<file path="src/common/pldc_pkg.sv">
// Purpose: shared constants for the indicator and digital configuration block
// Assumes: 100 MHz internal clock, 16-bit management registers
// Notes:   every offset, reset value and cycle count lives here
package pldc_pkg;

    // clock
    localparam int unsigned CLK_PERIOD_NS  = 10;
    localparam int unsigned NS_PER_MS      = 1000000;

    // management register addresses
    localparam logic [4:0]  IND_CFG_ADDR   = 5'h14;
    localparam logic [4:0]  DIG_CFG_ADDR   = 5'h1A;

    // reset values
    localparam logic [15:0] IND_CFG_RESET  = 16'h0022;
    localparam logic [15:0] DIG_CFG_RESET  = 16'h0000;

    // indicator configuration field positions
    localparam int unsigned SRC_LSB        = 4;
    localparam int unsigned PERIOD_LSB     = 2;
    localparam int unsigned STRETCH_EN_BIT = 1;

    // digital configuration field positions
    localparam int unsigned DRIVE_BIT      = 11;
    localparam int unsigned SYMERR_BIT     = 9;

    // field reset values
    localparam logic [3:0]  SRC_RESET      = 4'h2;
    localparam logic [1:0]  PERIOD_RESET   = 2'h0;
    localparam logic        STRETCH_RESET  = 1'b1;

    // stretch periods
    localparam int unsigned STRETCH_30_MS  = 30;
    localparam int unsigned STRETCH_60_MS  = 60;
    localparam int unsigned STRETCH_100_MS = 100;
    localparam int unsigned STRETCH_30_CYC  = STRETCH_30_MS * (NS_PER_MS / CLK_PERIOD_NS);
    localparam int unsigned STRETCH_60_CYC  = STRETCH_60_MS * (NS_PER_MS / CLK_PERIOD_NS);
    localparam int unsigned STRETCH_100_CYC = STRETCH_100_MS * (NS_PER_MS / CLK_PERIOD_NS);

    // test-mode blink half periods
    localparam int unsigned BLINK_FAST_MS  = 100;
    localparam int unsigned BLINK_SLOW_MS  = 500;
    localparam int unsigned BLINK_FAST_CYC = BLINK_FAST_MS * (NS_PER_MS / CLK_PERIOD_NS);
    localparam int unsigned BLINK_SLOW_CYC = BLINK_SLOW_MS * (NS_PER_MS / CLK_PERIOD_NS);

    // counter widths
    localparam int unsigned STRETCH_CW     = 24;
    localparam int unsigned BLINK_CW       = 27;

    // management frame
    localparam int unsigned PREAMBLE_BITS  = 32;
    localparam int unsigned HEADER_BITS    = 13;
    localparam int unsigned DATA_BITS      = 16;
    localparam logic [1:0]  OP_READ        = 2'h2;
    localparam logic [1:0]  OP_WRITE       = 2'h1;

    // stretch period codes
    localparam logic [1:0]  PERIOD_30      = 2'h0;
    localparam logic [1:0]  PERIOD_60      = 2'h1;

    // indicator source codes
    typedef enum logic [3:0] {
        SRC_SPEED      = 4'h0,
        SRC_TX         = 4'h1,
        SRC_RX         = 4'h2,
        SRC_COL        = 4'h3,
        SRC_LINK       = 4'h4,
        SRC_DUPLEX     = 4'h5,
        SRC_UNUSED6    = 4'h6,
        SRC_ACT        = 4'h7,
        SRC_ON         = 4'h8,
        SRC_OFF        = 4'h9,
        SRC_BLINK_FAST = 4'hA,
        SRC_BLINK_SLOW = 4'hB,
        SRC_LINK_RX    = 4'hC,
        SRC_LINK_ACT   = 4'hD,
        SRC_DPX_COL    = 4'hE,
        SRC_UNUSEDF    = 4'hF
    } pldc_src_type;

endpackage : pldc_pkg

</file>
<file path="src/verilog/pldc_stretch.sv">
// Purpose: retriggerable pulse stretcher for one indicator event
// Assumes: event_i comes from logic on the same clock
// Notes:   a new event reloads the timer, so bursts stay lit as one pulse
`timescale 1ns/1ps
module pldc_stretch #(
    parameter int unsigned CW = pldc_pkg::STRETCH_CW
) (
    input  wire logic          ref_clk_i,
    input  wire logic          reset_n_i,
    input  wire logic          event_i,
    input  wire logic [CW-1:0] load_i,
    output logic               active_o
);

    logic [CW-1:0] cnt_q;
    logic [CW-1:0] cnt_d;
    logic          active_q;
    logic          active_d;

    // reload on every event, otherwise count down to zero
    always_comb begin
        cnt_d = cnt_q;
        if (event_i) begin
            cnt_d = load_i;
        end else if (cnt_q != '0) begin
            cnt_d = cnt_q - CW'(1);
        end
        active_d = event_i | (cnt_d != '0);
    end

    always_ff @(posedge ref_clk_i) begin
        if (!reset_n_i) begin
            cnt_q    <= '0;
            active_q <= 1'b0;
        end else begin
            cnt_q    <= cnt_d;
            active_q <= active_d;
        end
    end

    assign active_o = active_q;

endmodule : pldc_stretch

</file>
<file path="src/verilog/pldc_top.sv">
// Purpose: indicator and digital configuration registers behind the management port, third indicator driver
// Assumes: status inputs come from the datapath on ref_clk_i; mdc/mdio and the address strap are pins
// Notes:   management clock is oversampled, so it must stay well below ref_clk_i / 4
`timescale 1ns/1ps
module pldc_top #(
    parameter int unsigned STRETCH_30_CYC  = pldc_pkg::STRETCH_30_CYC,
    parameter int unsigned STRETCH_60_CYC  = pldc_pkg::STRETCH_60_CYC,
    parameter int unsigned STRETCH_100_CYC = pldc_pkg::STRETCH_100_CYC,
    parameter int unsigned BLINK_FAST_CYC  = pldc_pkg::BLINK_FAST_CYC,
    parameter int unsigned BLINK_SLOW_CYC  = pldc_pkg::BLINK_SLOW_CYC
) (
    input  wire logic       ref_clk_i,
    input  wire logic       reset_n_i,
    input  wire logic [4:0] phy_addr_i,
    input  wire logic       mdc_i,
    input  wire logic       mdio_i,
    output logic            mdio_o,
    output logic            mdio_oe_n_o,
    input  wire logic       link_up_i,
    input  wire logic       full_duplex_i,
    input  wire logic       speed_100_i,
    input  wire logic       tx_event_i,
    input  wire logic       rx_event_i,
    input  wire logic       col_event_i,
    input  wire logic       rx_err_i,
    input  wire logic       symbol_err_i,
    output logic            mii_rx_err_o,
    output logic            mii_drive_high_o,
    output logic            third_indicator_o
);

    localparam int unsigned SCW = pldc_pkg::STRETCH_CW;
    localparam int unsigned BCW = pldc_pkg::BLINK_CW;

    // refuse zero counts, and longest-stretch and blink counts that the counters cannot hold
    if (STRETCH_30_CYC < 1 || STRETCH_60_CYC < 1 || STRETCH_100_CYC < 1 ||
        STRETCH_100_CYC >= (1 << SCW) || BLINK_FAST_CYC < 1 || BLINK_SLOW_CYC < 1 ||
        BLINK_FAST_CYC >= (1 << BCW) || BLINK_SLOW_CYC >= (1 << BCW)) begin : g_bad
        $error("pldc_top: cycle count parameter out of range");
    end

    typedef enum logic [3:0] {
        ST_PRE  = 4'h1,
        ST_HDR  = 4'h2,
        ST_TA   = 4'h4,
        ST_DATA = 4'h8
    } pldc_state_type;

    // pin synchronisers; the first stage feeds only the second
    logic       mdc_m_q, mdc_s_q, mdc_p_q, mdio_m_q, mdio_s_q;
    logic [4:0] addr_m_q, addr_s_q;
    logic       mdc_rise;

    always_ff @(posedge ref_clk_i) begin
        if (!reset_n_i) begin
            mdc_m_q  <= 1'b0;
            mdc_s_q  <= 1'b0;
            mdc_p_q  <= 1'b0;
            mdio_m_q <= 1'b1;
            mdio_s_q <= 1'b1;
            addr_m_q <= 5'h00;
            addr_s_q <= 5'h00;
        end else begin
            mdc_m_q  <= mdc_i;
            mdc_s_q  <= mdc_m_q;
            mdc_p_q  <= mdc_s_q;
            mdio_m_q <= mdio_i;
            mdio_s_q <= mdio_m_q;
            addr_m_q <= phy_addr_i;
            addr_s_q <= addr_m_q;
        end
    end

    assign mdc_rise = mdc_s_q & ~mdc_p_q;

    // configuration registers
    logic [3:0]  src_q, src_d;
    logic [1:0]  period_q, period_d;
    logic        stretch_en_q, stretch_en_d;
    logic        drive_q, drive_d;
    logic        symerr_q, symerr_d;
    logic        wr_ind, wr_dig;
    logic [15:0] wr_data;
    logic [15:0] ind_rd, dig_rd;

    // reserved bits and the untouched upper indicator fields read as zero
    always_comb begin
        ind_rd = 16'h0000;
        ind_rd[pldc_pkg::SRC_LSB +: 4]     = src_q;
        ind_rd[pldc_pkg::PERIOD_LSB +: 2]  = period_q;
        ind_rd[pldc_pkg::STRETCH_EN_BIT]   = stretch_en_q;
        dig_rd = 16'h0000;
        dig_rd[pldc_pkg::DRIVE_BIT]        = drive_q;
        dig_rd[pldc_pkg::SYMERR_BIT]       = symerr_q;
    end

    // only defined fields are stored; reserved write bits are dropped
    always_comb begin
        src_d        = src_q;
        period_d     = period_q;
        stretch_en_d = stretch_en_q;
        drive_d      = drive_q;
        symerr_d     = symerr_q;
        if (wr_ind) begin
            src_d        = wr_data[pldc_pkg::SRC_LSB +: 4];
            period_d     = wr_data[pldc_pkg::PERIOD_LSB +: 2];
            stretch_en_d = wr_data[pldc_pkg::STRETCH_EN_BIT];
        end
        if (wr_dig) begin
            drive_d      = wr_data[pldc_pkg::DRIVE_BIT];
            symerr_d     = wr_data[pldc_pkg::SYMERR_BIT];
        end
    end

    always_ff @(posedge ref_clk_i) begin
        if (!reset_n_i) begin
            src_q        <= pldc_pkg::SRC_RESET;
            period_q     <= pldc_pkg::PERIOD_RESET;
            stretch_en_q <= pldc_pkg::STRETCH_RESET;
            drive_q      <= 1'b0;
            symerr_q     <= 1'b0;
        end else begin
            src_q        <= src_d;
            period_q     <= period_d;
            stretch_en_q <= stretch_en_d;
            drive_q      <= drive_d;
            symerr_q     <= symerr_d;
        end
    end

    // management frame engine
    pldc_state_type st_q, st_d;
    logic [5:0]     cnt_q, cnt_d;
    logic [15:0]    sh_q, sh_d;
    logic           rd_q, rd_d, sel_dig_q, sel_dig_d;
    logic           out_q, out_d, drv_q, drv_d;
    logic [12:0]    hdr;
    logic           hdr_ok;

    assign hdr    = {sh_q[11:0], mdio_s_q};
    assign hdr_ok = hdr[12] && (hdr[9:5] == addr_s_q) &&
                    (hdr[4:0] == pldc_pkg::IND_CFG_ADDR || hdr[4:0] == pldc_pkg::DIG_CFG_ADDR) &&
                    (hdr[11:10] == pldc_pkg::OP_READ || hdr[11:10] == pldc_pkg::OP_WRITE);

    // frames for other addresses or registers are left alone, the pin stays released
    always_comb begin
        st_d      = st_q;
        cnt_d     = cnt_q;
        sh_d      = sh_q;
        rd_d      = rd_q;
        sel_dig_d = sel_dig_q;
        out_d     = out_q;
        drv_d     = drv_q;
        wr_ind    = 1'b0;
        wr_dig    = 1'b0;
        wr_data   = {sh_q[14:0], mdio_s_q};
        if (mdc_rise) begin
            unique case (st_q)
                ST_PRE: begin
                    if (mdio_s_q) begin
                        if (cnt_q != 6'(pldc_pkg::PREAMBLE_BITS)) cnt_d = cnt_q + 6'h01;
                    end else if (cnt_q == 6'(pldc_pkg::PREAMBLE_BITS)) begin
                        st_d  = ST_HDR;
                        cnt_d = 6'h00;
                    end else begin
                        cnt_d = 6'h00;
                    end
                end
                ST_HDR: begin
                    sh_d  = {sh_q[14:0], mdio_s_q};
                    cnt_d = cnt_q + 6'h01;
                    if (cnt_q == 6'(pldc_pkg::HEADER_BITS - 1)) begin
                        cnt_d     = 6'h00;
                        st_d      = hdr_ok ? ST_TA : ST_PRE;
                        rd_d      = (hdr[11:10] == pldc_pkg::OP_READ);
                        sel_dig_d = (hdr[4:0] == pldc_pkg::DIG_CFG_ADDR);
                        sh_d      = (hdr[4:0] == pldc_pkg::DIG_CFG_ADDR) ? dig_rd : ind_rd;
                    end
                end
                ST_TA: begin
                    cnt_d = cnt_q + 6'h01;
                    if (cnt_q == 6'h00) begin
                        drv_d = rd_q;          // drive the turnaround zero on reads
                        out_d = 1'b0;
                    end else begin
                        st_d  = ST_DATA;
                        cnt_d = 6'h00;
                        out_d = sh_q[15];
                        if (rd_q) sh_d = {sh_q[14:0], 1'b0};
                    end
                end
                ST_DATA: begin
                    cnt_d = cnt_q + 6'h01;
                    if (rd_q) begin
                        out_d = sh_q[15];
                        sh_d  = {sh_q[14:0], 1'b0};
                    end else begin
                        sh_d  = {sh_q[14:0], mdio_s_q};
                    end
                    if (cnt_q == 6'(pldc_pkg::DATA_BITS - 1)) begin
                        st_d   = ST_PRE;
                        cnt_d  = 6'h00;
                        drv_d  = 1'b0;
                        wr_ind = !rd_q && !sel_dig_q;
                        wr_dig = !rd_q && sel_dig_q;
                    end
                end
                default: begin
                    st_d  = ST_PRE;
                    cnt_d = 6'h00;
                    drv_d = 1'b0;
                end
            endcase
        end
    end

    always_ff @(posedge ref_clk_i) begin
        if (!reset_n_i) begin
            st_q      <= ST_PRE;
            cnt_q     <= 6'h00;
            sh_q      <= 16'h0000;
            rd_q      <= 1'b0;
            sel_dig_q <= 1'b0;
            out_q     <= 1'b1;
            drv_q     <= 1'b0;
        end else begin
            st_q      <= st_d;
            cnt_q     <= cnt_d;
            sh_q      <= sh_d;
            rd_q      <= rd_d;
            sel_dig_q <= sel_dig_d;
            out_q     <= out_d;
            drv_q     <= drv_d;
        end
    end

    assign mdio_o      = out_q;
    assign mdio_oe_n_o = ~drv_q;

    // stretch period select; the reserved code falls back to the longest period
    logic [SCW-1:0] period_cyc;
    always_comb begin
        unique case (period_q)
            pldc_pkg::PERIOD_30: period_cyc = SCW'(STRETCH_30_CYC);
            pldc_pkg::PERIOD_60: period_cyc = SCW'(STRETCH_60_CYC);
            default:             period_cyc = SCW'(STRETCH_100_CYC);
        endcase
    end

    // one stretcher per event: tx, rx, collision, activity
    logic [3:0] ev_raw, ev_str;
    assign ev_raw = {tx_event_i | rx_event_i, col_event_i, rx_event_i, tx_event_i};

    for (genvar g = 0; g < 4; g++) begin : g_str
        pldc_stretch #(
            .CW       (SCW)
        ) u_str (
            .ref_clk_i(ref_clk_i),
            .reset_n_i(reset_n_i),
            .event_i  (ev_raw[g]),
            .load_i   (period_cyc),
            .active_o (ev_str[g])
        );
    end

    // test-mode blink generators
    logic [BCW-1:0] fast_cnt_q, fast_cnt_d, slow_cnt_q, slow_cnt_d;
    logic           fast_q, fast_d, slow_q, slow_d;

    always_comb begin
        fast_cnt_d = fast_cnt_q + BCW'(1);
        fast_d     = fast_q;
        if (fast_cnt_q == BCW'(BLINK_FAST_CYC - 1)) begin
            fast_cnt_d = '0;
            fast_d     = ~fast_q;
        end
        slow_cnt_d = slow_cnt_q + BCW'(1);
        slow_d     = slow_q;
        if (slow_cnt_q == BCW'(BLINK_SLOW_CYC - 1)) begin
            slow_cnt_d = '0;
            slow_d     = ~slow_q;
        end
    end

    always_ff @(posedge ref_clk_i) begin
        if (!reset_n_i) begin
            fast_cnt_q <= '0;
            slow_cnt_q <= '0;
            fast_q     <= 1'b0;
            slow_q     <= 1'b0;
        end else begin
            fast_cnt_q <= fast_cnt_d;
            slow_cnt_q <= slow_cnt_d;
            fast_q     <= fast_d;
            slow_q     <= slow_d;
        end
    end

    // indicator select and output registers
    logic [3:0] ev_sel;
    logic       led_d, led_q, rxer_d, rxer_q;

    always_comb begin
        ev_sel = stretch_en_q ? ev_str : ev_raw;
        unique case (pldc_pkg::pldc_src_type'(src_q))
            pldc_pkg::SRC_SPEED:      led_d = speed_100_i;
            pldc_pkg::SRC_TX:         led_d = ev_sel[0];
            pldc_pkg::SRC_RX:         led_d = ev_sel[1];
            pldc_pkg::SRC_COL:        led_d = ev_sel[2];
            pldc_pkg::SRC_LINK:       led_d = link_up_i;
            pldc_pkg::SRC_DUPLEX:     led_d = full_duplex_i;
            pldc_pkg::SRC_ACT:        led_d = ev_sel[3];
            pldc_pkg::SRC_ON:         led_d = 1'b1;
            pldc_pkg::SRC_BLINK_FAST: led_d = fast_q;
            pldc_pkg::SRC_BLINK_SLOW: led_d = slow_q;
            pldc_pkg::SRC_LINK_RX:    led_d = link_up_i ^ ev_str[1];
            pldc_pkg::SRC_LINK_ACT:   led_d = link_up_i ^ ev_str[3];
            pldc_pkg::SRC_DPX_COL:    led_d = full_duplex_i ^ ev_str[2];
            default:                  led_d = 1'b0;              // off, unused codes
        endcase
        rxer_d = symerr_q ? symbol_err_i : rx_err_i;
    end

    always_ff @(posedge ref_clk_i) begin
        if (!reset_n_i) begin
            led_q  <= 1'b0;
            rxer_q <= 1'b0;
        end else begin
            led_q  <= led_d;
            rxer_q <= rxer_d;
        end
    end

    assign third_indicator_o = led_q;
    assign mii_rx_err_o      = rxer_q;
    assign mii_drive_high_o  = drive_q;

endmodule : pldc_top

</file>
<file path="config.mk">
export PLATFORM = sky130hd
export DESIGN_NAME = pldc_top
export DESIGN_NICKNAME = d
export VERILOG_FILES = /design/src/common/pldc_pkg.sv /design/src/verilog/pldc_stretch.sv /design/src/verilog/pldc_top.sv
export SDC_FILE = /design/constraint.sdc
export NUM_CORES = 1
export LEC_CHECK = 0
export BUFFER_PORTS_ARGS = -buffer_cell sky130_fd_sc_hd__buf_4
export CORE_MARGIN = 5
export CORE_UTILIZATION = 29
export CTS_CLUSTER_DIAMETER = 30
export DETAILED_ROUTE_END_ITERATION = 8
export GPL_TIMING_DRIVEN = 0
export MAX_ROUTING_LAYER = met4
export PLACE_DENSITY = 0.55
export SLEW_MARGIN = 20
export SYNTH_ARGS = -nofsm -noshare
export SYNTH_HDL_FRONTEND = slang
export SYNTH_SLANG_ARGS = --single-unit
</file>
<file path="constraint.sdc">
create_clock -name ref_clk_i -period 2.4 [get_ports ref_clk_i]
set_input_delay 0.36 -clock ref_clk_i [delete_from_list [all_inputs] [get_ports ref_clk_i]]
set_output_delay 0.36 -clock ref_clk_i [all_outputs]
set_load 0.02 [all_outputs]
</file>
==> run metrics <==
Die Ht=between 150 and 200 um; RSZ-0062 raised after global routing=yes; LEAKAGE=5.07 nW; failing checks=setup timing; Routed WL=28,200 um; Post-Syn Area per Cell=8.14 um^2; EDFF count, synth=0; worst-path fanout max=6; top_reg_cell synth=dfxtp_1; startpoint type of the worst setup path=register; fin nets=1,439; DRC violations left=0; vias in the first global route=between 9,000 and 10,000; Max Fclk=365 MHz; slowest CP cell=or4_4; CTS Sinks=212; Worst Hold Class=in -> reg; clock skew=0.0299 ns; H-tree levels=2; chip width=200 um; CP Class=reg -> reg; pin count of the biggest net entering global routing=16; Synth cell types=74; clk buf depth=3; n_diodes=0; # setup viols final=12; flop and latch count out of synthesis=about 210; NetSw=3.08 mW; GRT Overall Usage=0.142; # fillers=between 3,000 and 4,000; area grow syn2layout=35.9%; Wirelength per Cell=roughly 15 um; leading area contributor after synthesis=dfxtp_1; status=finished with violations; Area contributors post-synth=dfxtp_1, nor2_1, xnor2_1, xor2_1, a21oi_1; DR vias=9,642; required time of the critical path=2.83 ns; Final Power=12.3 mW; Post-synth ARST share=0; vias per cell=5.04; Clk pwr share=0.592; Pre-antenna DRT Iters=7; Worst setup EP type=register; antenna violations before repair=0; global-route wire length before repair=46,300 um; final antenna-violating net count=0; P_int=just over 9 mW; relative slew slack=0.389; switching share of total power=0.251; Mapped Nets=approximately 1,300; CTS root buf=clkbuf_16; gpl congestion=0.873; cells after synthesis=1,281; worst slew pin tran=0.910 ns; clock-pin slew on the worst setup and hold paths=0.04 ns; sequential fraction of design power=0.314; pre-CTS setup slack=-0.748 ns; maxcap violations=0; post-synth top area share=0.407; core area=35,600 um^2; synth warn=0; crit-path cells=inv_4 > ha_4 > or4b_4 > or4_4 > nand3_2 > xor2_1 > nand2_1 > nand4b_1 > o41a_1; CP peak stage delay=around 0.60 ns; final worst setup slack=-0.341 ns; fin crit share=1.14; min Tclk post-route=2.74 ns; DRT iter0 DRCs=450; row count=69; post-synthesis cell area=10,400 um^2; Max IR drop VDD=669 uV; Comb power frac=0.095; Hold Fails Final Rpt=0; initial core utilization=0.293; total gr overflow=0; boundary pin count=22; TritonCTS Buffers=50; IO Port Bufs=19; Seq/Total Area, Yosys=0.407; WP data arrival=3.17 ns; die area=about 40,000 um^2; Final Max Tran Viols=0; half-perimeter wire length after placement=18,600 um; clk_lat worst skew=around 0.56 ns; power density cells=864 nW/um^2; share of cells above drive strength 1=0.213; CTS tree=done
## layout by cell type, fill, tap and decap left out, drive strengths merged, types with 7 or more instances in the layout
master and count:
buf 86, inv 38, a211oi 15, and2 29
clkbuf 95, dfxtp 212, a21oi 83, ha 13
and3 13, clkinv 17, o21ai 42, nand2 103
mux2i 17, o2111ai 7, or4 14, or3 17
a31oi 7, nor2b 8, xnor2 61, nand3 70
nand3b 7, nand4 22, nor3 44, nand2b 15
xor2 56, nor2 200, a311oi 8, bufinv 9
nor4 46, or2 9
## per-layer routing
layer / part of all wire / vias to the layer above / wire length (um) / global-route usage
met4: 0.026 / 0 / 733 / 0.0478
met3: 0.048 / 67 / 1350 / 0.0300
li1: - / 4821 / - / -
met1: 0.47 / 4521 / 13300 / 0.187
met2: 0.46 / 233 / 12900 / 0.218
met5: 0 / - / 0 / -
## power groups by stage
stage          Clock (mW)  Sequential (mW)  Combinational [mW]
2_1_floorplan           0             3.84               0.702
3_3_place_gp            0             3.87               0.918
3_5_place_dp            0             3.87               0.921
4_1_cts              7.41             3.83                1.05
5_1_grt              7.61             3.86                1.28
6_report             7.25             3.84                1.16
## cells in the mapped netlist (8+ instances only)
master    count
o21ai_0      38
nor2_1      199
and2_1       29
and3_1       13
ha_1         13
a211oi_1     15
nand2b_1     15
xor2_1       56
clkbuf_1     44
xnor2_1      61
nor4_1       44
nand2_1     103
nor2b_1       8
a311oi_1      8
nand4_1      22
nand3_1      70
or3_1        16
dfxtp_1     212
nor3_1       43
or2_2         9
or4_1        12
inv_1        33
a21oi_1      83
mux2i_1      17
## final timing paths
path                                start                       to  slack (ns)  depth (start not counted)
setup / recovery  g_str[0].u_str.cnt_q[0]  g_str[0].u_str.active_o       -0.34                          9
setup reg to reg  g_str[0].u_str.cnt_q[0]  g_str[0].u_str.active_o       -0.34                          9
hold / removal              phy_addr_i[2]              addr_m_q[2]        0.03                          2
hold reg to reg                  mdio_m_q                 mdio_s_q        0.42                          1
## cell families after synthesis
logic type                 share of synthesized area
muxes                                         0.0195
DFF                                            0.407
AOI/OAI and AO/OA                              0.123
and+or+nand+nor                                0.305
buffers and inverters                         0.0314
xor gates and xnor gates                      0.0982
adders and majority gates                     0.0156
## worst max-delay path: cells and delay by family (launching register included)
kind | cells | cell delay (ns)
buffers and inverters | 1 | 0.06
AO/OA/AOI/OAI | 1 | 0.44
XOR/XNOR | 1 | 0.15
AND/OR/NAND/NOR | 5 | 1.51
adder cells (fa/ha/maj) | 1 | 0.13
flip-flops | 1 | 0.34
## flip-flops by register name (all words and copies together) (netlist names), 4 cells and up
signal	cells
g_str.u_str.cnt_q	96
fast_cnt_q	27
slow_cnt_q	27
sh_q	16
cnt_q	6
addr_m_q	5
addr_s_q	5
g_str.u_str.active_o	4
src_q	4
st_q	4
## cell type report
class	count	area, um^2	area share
multi-input combinational	983	6460	0.456
sequential	212	4270	0.301
clock buffer	60	1340	0.0944
timing repair buffer	87	723	0.0510
tap	461	577	0.0407
clock inverter	34	503	0.0355
buffer	40	173	0.0122
inverter	35	141	0.00997
## per-stage QoR
stage / TNS, ns / cells / util / hold WS, ns / instance area [um^2]
after floorplan: -0.361 / 1281 / - / 0.386 / 10500
after global placement: -10.52 / 1761 / 0.315 / 0.406 / 11200
after detailed placement: -10.82 / 1761 / 0.315 / 0.406 / 11200
after CTS: -0.744 / 1888 / 0.384 / 0.00571 / 13700
after global routing: -3.02 / 1912 / 0.399 / 0.0177 / 14200
final: -1.08 / 1912 / 0.399 / 0.0261 / 14200
## what timing repair did
item,in CTS,in global routing
hold buffers,6,0
endpoints found under the setup margin,89,91
buffers inserted,33,29
gates resized for setup,78,78
gates cloned,0,1
pin swaps,27,46
endpoints found under the hold margin,6,0
No activity file was read; power rests on OpenSTA's default activity.
